## config.mk

```make
export PLATFORM = sky130hd
export DESIGN_NAME = asrc_host
export DESIGN_NICKNAME = d
export VERILOG_FILES = /design/src/asrc_pkg.sv /design/src/asrc_sync.sv /design/src/asrc_host.sv
export VERILOG_INCLUDE_DIRS = /design/src /design/src/src
export SDC_FILE = /design/constraint.sdc
export NUM_CORES = 1
export LEC_CHECK = 0
export BUFFER_PORTS_ARGS = -buffer_cell sky130_fd_sc_hd__clkbuf_2
export CAP_MARGIN = 20
export CORE_UTILIZATION = 49
export CTS_CLUSTER_SIZE = 10
export DETAILED_ROUTE_END_ITERATION = 6
export PLACE_DENSITY = 0.87
export SETUP_SLACK_MARGIN = 0.1
export SLEW_MARGIN = 20
export SYNTH_ARGS = -nofsm -noshare
export SYNTH_HDL_FRONTEND = slang
export SYNTH_SLANG_ARGS = --single-unit
```

## constraint.sdc

```tcl
create_clock -name sys_clk -period 2 [get_ports sys_clk]
set_clock_uncertainty 0.1 [all_clocks]
set_input_delay 0.1 -clock sys_clk [delete_from_list [all_inputs] [get_ports sys_clk]]
set_output_delay 0.1 -clock sys_clk [all_outputs]
set_load 0.02 [all_outputs]
```

## src/asrc_defines.svh

```systemverilog
`ifndef ASRC_DEFINES_SVH
`define ASRC_DEFINES_SVH

`define ASRC_CLK_PERIOD_NS 50
`define ASRC_ADDR_W 15
`define ASRC_DATA_W 8

// Device timing figures in ns
`define ASRC_T_ADDR_ACCESS_NS 25
`define ASRC_T_MIN_CYCLE_NS 25
`define ASRC_T_OE_ACCESS_NS 9
`define ASRC_T_WRITE_PULSE_NS 20
`define ASRC_T_WRITE_RECOVERY_NS 5
`define ASRC_T_WRITE_FLOAT_NS 9
`define ASRC_T_SELECT_FLOAT_NS 10

// Least times rounded up to cycles, never below one
`define ASRC_CYC_UP(ns) ((((ns) + `ASRC_CLK_PERIOD_NS - 1) / `ASRC_CLK_PERIOD_NS) < 1 ? 1 : \
    (((ns) + `ASRC_CLK_PERIOD_NS - 1) / `ASRC_CLK_PERIOD_NS))
`define ASRC_CYC_READ `ASRC_CYC_UP(`ASRC_T_ADDR_ACCESS_NS)
`define ASRC_CYC_WRITE `ASRC_CYC_UP(`ASRC_T_WRITE_PULSE_NS)
`define ASRC_CYC_RECOVER `ASRC_CYC_UP(`ASRC_T_WRITE_RECOVERY_NS)
`define ASRC_CYC_FLOAT `ASRC_CYC_UP(`ASRC_T_SELECT_FLOAT_NS)
`define ASRC_CNT_W 3

`endif

```

## src/asrc_pkg.sv

```systemverilog
package asrc_pkg;
    typedef enum logic [2:0] {
        ASRC_IDLE,
        ASRC_READ,
        ASRC_WSETUP,
        ASRC_WPULSE,
        ASRC_RECOVER
    } asrc_state_e;
endpackage : asrc_pkg

```

## src/asrc_sync.sv

```systemverilog
module asrc_sync #(
    parameter int W = 8
) (
    input wire logic sys_clk,
    input wire logic sys_rst,
    input wire logic [W-1:0] async_in,
    output logic [W-1:0] sync_out
);
    logic [W-1:0] stage1;
    logic [W-1:0] next_stage1;
    logic [W-1:0] next_sync_out;

    always_comb begin
        next_stage1 = async_in;
        next_sync_out = stage1;
    end

    always_ff @(posedge sys_clk) begin
        if (sys_rst) begin
            stage1 <= '0;
            sync_out <= '0;
        end else begin
            stage1 <= next_stage1;
            sync_out <= next_sync_out;
        end
    end
endmodule : asrc_sync

```

## src/asrc_host.sv

```systemverilog
// Notes on behaviour
// - Read drives select and output enable low, chip enable and write strobe high.
// - Back-to-back reads raise select and output enable between accesses, select for one cycle; chip enable stays high.
// - Select and chip enable are valid no later than the address edge.
// - Write drives write strobe and select low, chip enable high.
// - Between writes one control goes inactive for at least 5 ns.
// - Write condition held 20 ns; address valid 20 ns before write end.
// - Write data valid 15 ns before write end; 0 ns hold suffices.
// - Address stays stable during the whole write.
`include "asrc_defines.svh"

module asrc_host (
    input wire logic sys_clk,
    input wire logic sys_rst,
    input wire logic req_valid,
    input wire logic req_write,
    input wire logic [`ASRC_ADDR_W-1:0] req_addr,
    input wire logic [`ASRC_DATA_W-1:0] req_wdata,
    output logic req_ready,
    output logic rsp_valid,
    output logic [`ASRC_DATA_W-1:0] rsp_rdata,
    output logic [`ASRC_ADDR_W-1:0] ram_addr,
    output logic select_n,
    output logic chip_enable,
    output logic write_strobe_n,
    output logic output_enable_n,
    input wire logic [`ASRC_DATA_W-1:0] ram_dq_in,
    output logic [`ASRC_DATA_W-1:0] ram_dq_out,
    output logic ram_dq_oe_n
);
    // ****************************************
    // State
    // ****************************************
    asrc_pkg::asrc_state_e state;
    asrc_pkg::asrc_state_e next_state;
    logic [`ASRC_CNT_W-1:0] cnt;
    logic [`ASRC_CNT_W-1:0] next_cnt;
    logic [`ASRC_DATA_W-1:0] dq_sync;
    logic next_req_ready;
    logic next_rsp_valid;
    logic [`ASRC_DATA_W-1:0] next_rsp_rdata;
    logic [`ASRC_ADDR_W-1:0] next_ram_addr;
    logic next_select_n;
    logic next_chip_enable;
    logic next_write_strobe_n;
    logic next_output_enable_n;
    logic [`ASRC_DATA_W-1:0] next_ram_dq_out;
    logic next_ram_dq_oe_n;

    // ****************************************
    // Read data synchroniser
    // ****************************************
    asrc_sync #(
        .W(`ASRC_DATA_W)
    ) u_sync (
        .sys_clk(sys_clk),
        .sys_rst(sys_rst),
        .async_in(ram_dq_in),
        .sync_out(dq_sync)
    );

    // ****************************************
    // Sequencer
    // ****************************************
    always_comb begin
        next_state = state;
        next_cnt = cnt;
        next_req_ready = req_ready;
        next_rsp_valid = 1'b0;
        next_rsp_rdata = rsp_rdata;
        next_ram_addr = ram_addr;
        next_select_n = select_n;
        next_chip_enable = chip_enable;
        next_write_strobe_n = write_strobe_n;
        next_output_enable_n = output_enable_n;
        next_ram_dq_out = ram_dq_out;
        next_ram_dq_oe_n = ram_dq_oe_n;
        unique case (state)
            asrc_pkg::ASRC_IDLE: begin
                if (req_valid && req_ready) begin
                    next_req_ready = 1'b0;
                    next_ram_addr = req_addr;
                    next_select_n = 1'b0;
                    next_chip_enable = 1'b1;
                    next_write_strobe_n = 1'b1;
                    if (req_write) begin
                        next_output_enable_n = 1'b1;
                        next_ram_dq_out = req_wdata;
                        next_ram_dq_oe_n = 1'b0;
                        next_state = asrc_pkg::ASRC_WSETUP;
                    end else begin
                        next_output_enable_n = 1'b0;
                        next_ram_dq_oe_n = 1'b1;
                        next_cnt = `ASRC_CNT_W'(`ASRC_CYC_READ + 2);
                        next_state = asrc_pkg::ASRC_READ;
                    end
                end
            end
            asrc_pkg::ASRC_READ: begin
                if (cnt == `ASRC_CNT_W'(1)) begin
                    next_rsp_valid = 1'b1;
                    next_rsp_rdata = dq_sync;
                    next_req_ready = 1'b1;
                    next_cnt = `ASRC_CNT_W'(`ASRC_CYC_FLOAT);
                    next_state = asrc_pkg::ASRC_RECOVER;
                    next_output_enable_n = 1'b1;
                end else begin
                    next_cnt = cnt - `ASRC_CNT_W'(1);
                end
            end
            asrc_pkg::ASRC_WSETUP: begin
                next_write_strobe_n = 1'b0;
                next_cnt = `ASRC_CNT_W'(`ASRC_CYC_WRITE);
                next_state = asrc_pkg::ASRC_WPULSE;
            end
            asrc_pkg::ASRC_WPULSE: begin
                if (cnt == `ASRC_CNT_W'(1)) begin
                    next_write_strobe_n = 1'b1;
                    next_cnt = `ASRC_CNT_W'(`ASRC_CYC_RECOVER + `ASRC_CYC_FLOAT);
                    next_state = asrc_pkg::ASRC_RECOVER;
                end else begin
                    next_cnt = cnt - `ASRC_CNT_W'(1);
                end
            end
            asrc_pkg::ASRC_RECOVER: begin
                next_select_n = 1'b1;
                next_ram_dq_oe_n = 1'b1;
                if (cnt == `ASRC_CNT_W'(1)) begin
                    next_req_ready = 1'b1;
                    next_state = asrc_pkg::ASRC_IDLE;
                end else begin
                    next_cnt = cnt - `ASRC_CNT_W'(1);
                end
            end
        endcase
        if (state == asrc_pkg::ASRC_READ && cnt == `ASRC_CNT_W'(1)) begin
            next_req_ready = 1'b0;
        end
    end

    always_ff @(posedge sys_clk) begin
        if (sys_rst) begin
            state <= asrc_pkg::ASRC_IDLE;
            cnt <= '0;
            req_ready <= 1'b1;
            rsp_valid <= 1'b0;
            rsp_rdata <= '0;
            ram_addr <= '0;
            select_n <= 1'b1;
            chip_enable <= 1'b0;
            write_strobe_n <= 1'b1;
            output_enable_n <= 1'b1;
            ram_dq_out <= '0;
            ram_dq_oe_n <= 1'b1;
        end else begin
            state <= next_state;
            cnt <= next_cnt;
            req_ready <= next_req_ready;
            rsp_valid <= next_rsp_valid;
            rsp_rdata <= next_rsp_rdata;
            ram_addr <= next_ram_addr;
            select_n <= next_select_n;
            chip_enable <= next_chip_enable;
            write_strobe_n <= next_write_strobe_n;
            output_enable_n <= next_output_enable_n;
            ram_dq_out <= next_ram_dq_out;
            ram_dq_oe_n <= next_ram_dq_oe_n;
        end
    end
endmodule : asrc_host

```

==> results.cfg <==
[clocking]
htree_levels = 3
cts_tree = built
cts-buffers-inserted = 9
clk_pin_slew_worst_paths_ns = 0.07
post_cts_resized = 0
insertion_delay_ns = 0.33
cts_sinks = 60
clock_path_buffers = 2
clockRootBuffer = clkbuf_8
cts_setup_buffers = 0

[yosys]
synth_top_area_cell = dfxtp_1
synth_edf_count = 0
syn_area_sq_mm = 0.00222
yosysUniqueCellTypes = 38
ys_warn_count = 0
synth-main-ff-cell = dfxtp_1
yosysTopAreaCellShare_pct = 54.1
yosysSeqAreaShare_pct = 54.1
syn_area_per_cell_sq_um = 8.84
synth_seq_cells = 60
async_flop_share_pct = 0
ys_top_cells_by_area = dfxtp_1, nand2_1, a21oi_1, nor2b_1, nand3_1
syn_nets = 288
syn_inst = 251
synthTopCellsByCount = dfxtp_1, nand2_1, a21oi_1

[setup_path]
r2r_cells = 5
reg2reg_to = ram_addr[14]$_SDFFE_PP0P_
cp_max_fo = 16
required_ns = 2.15
reg2reg_setup_slack_ns = 0.29
crit_path_start_kind = register
cp.arrival_ns = 1.86
reg2reg_from = state[1]$_SDFFE_PP0P_
worstSetupPathType = register to register
worstSetupEndpointType = register

[timing]
timing.hold.ws_ns = 0.0424
tightest_slew_ns = 0.546
finalWorstPathRequiredPeriod_ns = 1.71
hold_violations = 0
setup_viol = 0
timing.final.crit_share_pct = 85.4
rsz0062_at_grt = false
max-slew-margin-rel_pct = 63.6
fmax_ghz = 0.585
tns_ns = 0
slew_violations = 0

[power_and_ir_drop]
design_power_total_mw = 3.18
switchingPower_uw = 949
p_per_area_mw_per_mm2 = 1030
p_clk_share_pct = 35.0
pwr-share-seq_pct = 43.4
leakage_nw = 1.34
swShare_pct = 29.8
ir_drop_v = 0.000725
p_int_mw = 2.23
combPwrFrac_pct = 21.7

[layout]
diodes = 0
drive_gt1_share_pct = 26.3
synthToLayoutAreaGrowth_pct = 39.3
fin_nets = 389

[floorplan]
die_y_microns = 69.3
chipWidth_microns = 69.3
rows = 24
core_area_sq_mm = 0.00435
die_area_sq_mm = 0.00480
io_pins = 73
start_util_pct = 51.0

[global_route]
overflow = 0
grt_max_degree = 30
grt_pass1_vias = 1891
grt_use_total_pct = 21.8
grt_pass1_wl_mm = 8.18
antenna_found_initial = 0

[detailed_routing]
wl_met3_microns = 177
ant_nets = 0
drt-met1-wl_mm = 2.09
vias = 2021
wire_per_inst_microns = 12.1
wl_met2_mm = 2.61
routed_wl_mm = 4.96
highest_layer = met4
first_iter_violations = 117
drc = 0
viasPerCell = 4.94
drtPass1Iterations = 6

[place]
gp_congestion = 0.925
dp_hpwl_mm = 3.09
numPortBuffers = 72

[worst_hold_path]
hold_path_end = state[0]$_SDFFE_PP0P_
min_path_cells = 3
hold_start = req_valid
hp-class = primary input to register

[run_status]
status = finished, final reports clean

[job]
timing.max_cap.violations = 0
## worst max-delay path, cell delays in order, from the launching register on
cell and delay, ns:
dfxtp_1 0.42, nor2_1 0.24, and2_1 0.36, buf_4 0.28, nand2_1 0.08, a21oi_1 0.14
## kinds of logic after synthesis
kind of cell | share of synthesized area, %
multiplexers | 0.902
AO/OA/AOI/OAI | 13.4
AND/OR/NAND/NOR | 25.2
buffers and inverters | 5.30
flip-flops | 54.1
adder cells (fa/ha/maj) | 1.13
## placed cells by master (no fill, tap or decap), drive strengths merged, types with 2 or more instances in the layout
cell type / count
nor3b: 2
nand2: 60
inv: 5
buf: 4
nand3: 14
nor2: 10
clkbuf: 83
nor2b: 18
dlygate4sd3: 31
a21oi: 34
o21ai: 4
clkinvlp: 2
dfxtp: 60
and3b: 2
ha: 2
mux2i: 2
nand2b: 3
## per-stage QoR
stage	setup WS [ns]	std cells	utilization [%]	area (sq um)
3_5_place_dp	0.312	362	59.1	2570
5_1_grt	0.112	409	71.0	3090
3_3_place_gp	0.330	362	59.1	2570
2_1_floorplan	0.464	251	-	2220
6_report	0.292	409	71.0	3090
4_1_cts	0.292	409	71.0	3090
## worst max path at each step
| stage | start | endpoint | slack [ns] | depth (start not counted) |
|---|---|---|---|---|
| 6_report | state[1]$_SDFFE_PP0P_ | ram_addr[14]$_SDFFE_PP0P_ | 0.29 | 5 |
| 5_1_grt | state[1]$_SDFFE_PP0P_ | ram_addr[10]$_SDFFE_PP0P_ | 0.11 | 5 |
| 4_1_cts | cnt[1]$_SDFFE_PP0P_ | rsp_rdata[6]$_SDFFE_PP0P_ | 0.29 | 6 |
| 3_5_place_dp | cnt[1]$_SDFFE_PP0P_ | rsp_rdata[6]$_SDFFE_PP0P_ | 0.31 | 6 |
| 3_3_place_gp | cnt[1]$_SDFFE_PP0P_ | rsp_rdata[3]$_SDFFE_PP0P_ | 0.33 | 6 |
| 2_1_floorplan | cnt[1]$_SDFFE_PP0P_ | rsp_rdata[0]$_SDFFE_PP0P_ | 0.46 | 8 |
## registers in the layout, indices dropped and copies added (netlist names)
signal	cells
u_sync.next_sync_out	8
output_enable_n	1
u_sync.sync_out	8
chip_enable	1
ram_dq_out	8
ram_dq_oe_n	1
req_ready	1
write_strobe_n	1
cnt	3
rsp_rdata	8
select_n	1
ram_addr	15
state	3
rsp_valid	1
## repair_timing
action | 4_1_cts | 5_1_grt
endpoints found under the hold margin | 31 | 0
hold buffers | 31 | 0
setup endpoints to repair | 0 | 0
## routing by layer
metal | vias up | GRT usage, %
met1 | 919 | 23.3
met5 | - | 0
li1 | 1042 | -
met4 | 0 | 10.2
met2 | 52 | 39.3
met3 | 8 | 6.40
## power by group through the flow
| stage | combinational [mW] | clock (mW) | sequential [mW] |
|---|---|---|---|
| finish | 0.689 | 1.11 | 1.38 |
| global route | 0.760 | 1.20 | 1.39 |
| CTS | 0.688 | 1.14 | 1.38 |
| detailed placement | 0.636 | 0 | 1.41 |
| global placement | 0.621 | 0 | 1.40 |
| floorplan | 0.411 | 0 | 1.47 |
## layout make-up
cell class / instances / area, sq um
Sequential cell: 60 / 1200
Timing Repair Buffer: 107 / 701
Clock inverter: 5 / 58.8
Clock buffer: 11 / 151
Tap cell: 52 / 65.1
Multi-Input combinational cell: 170 / 901
Fill cell: 333 / 1260
Inverter: 4 / 15.0
No activity file was read; power rests on OpenSTA's default activity.
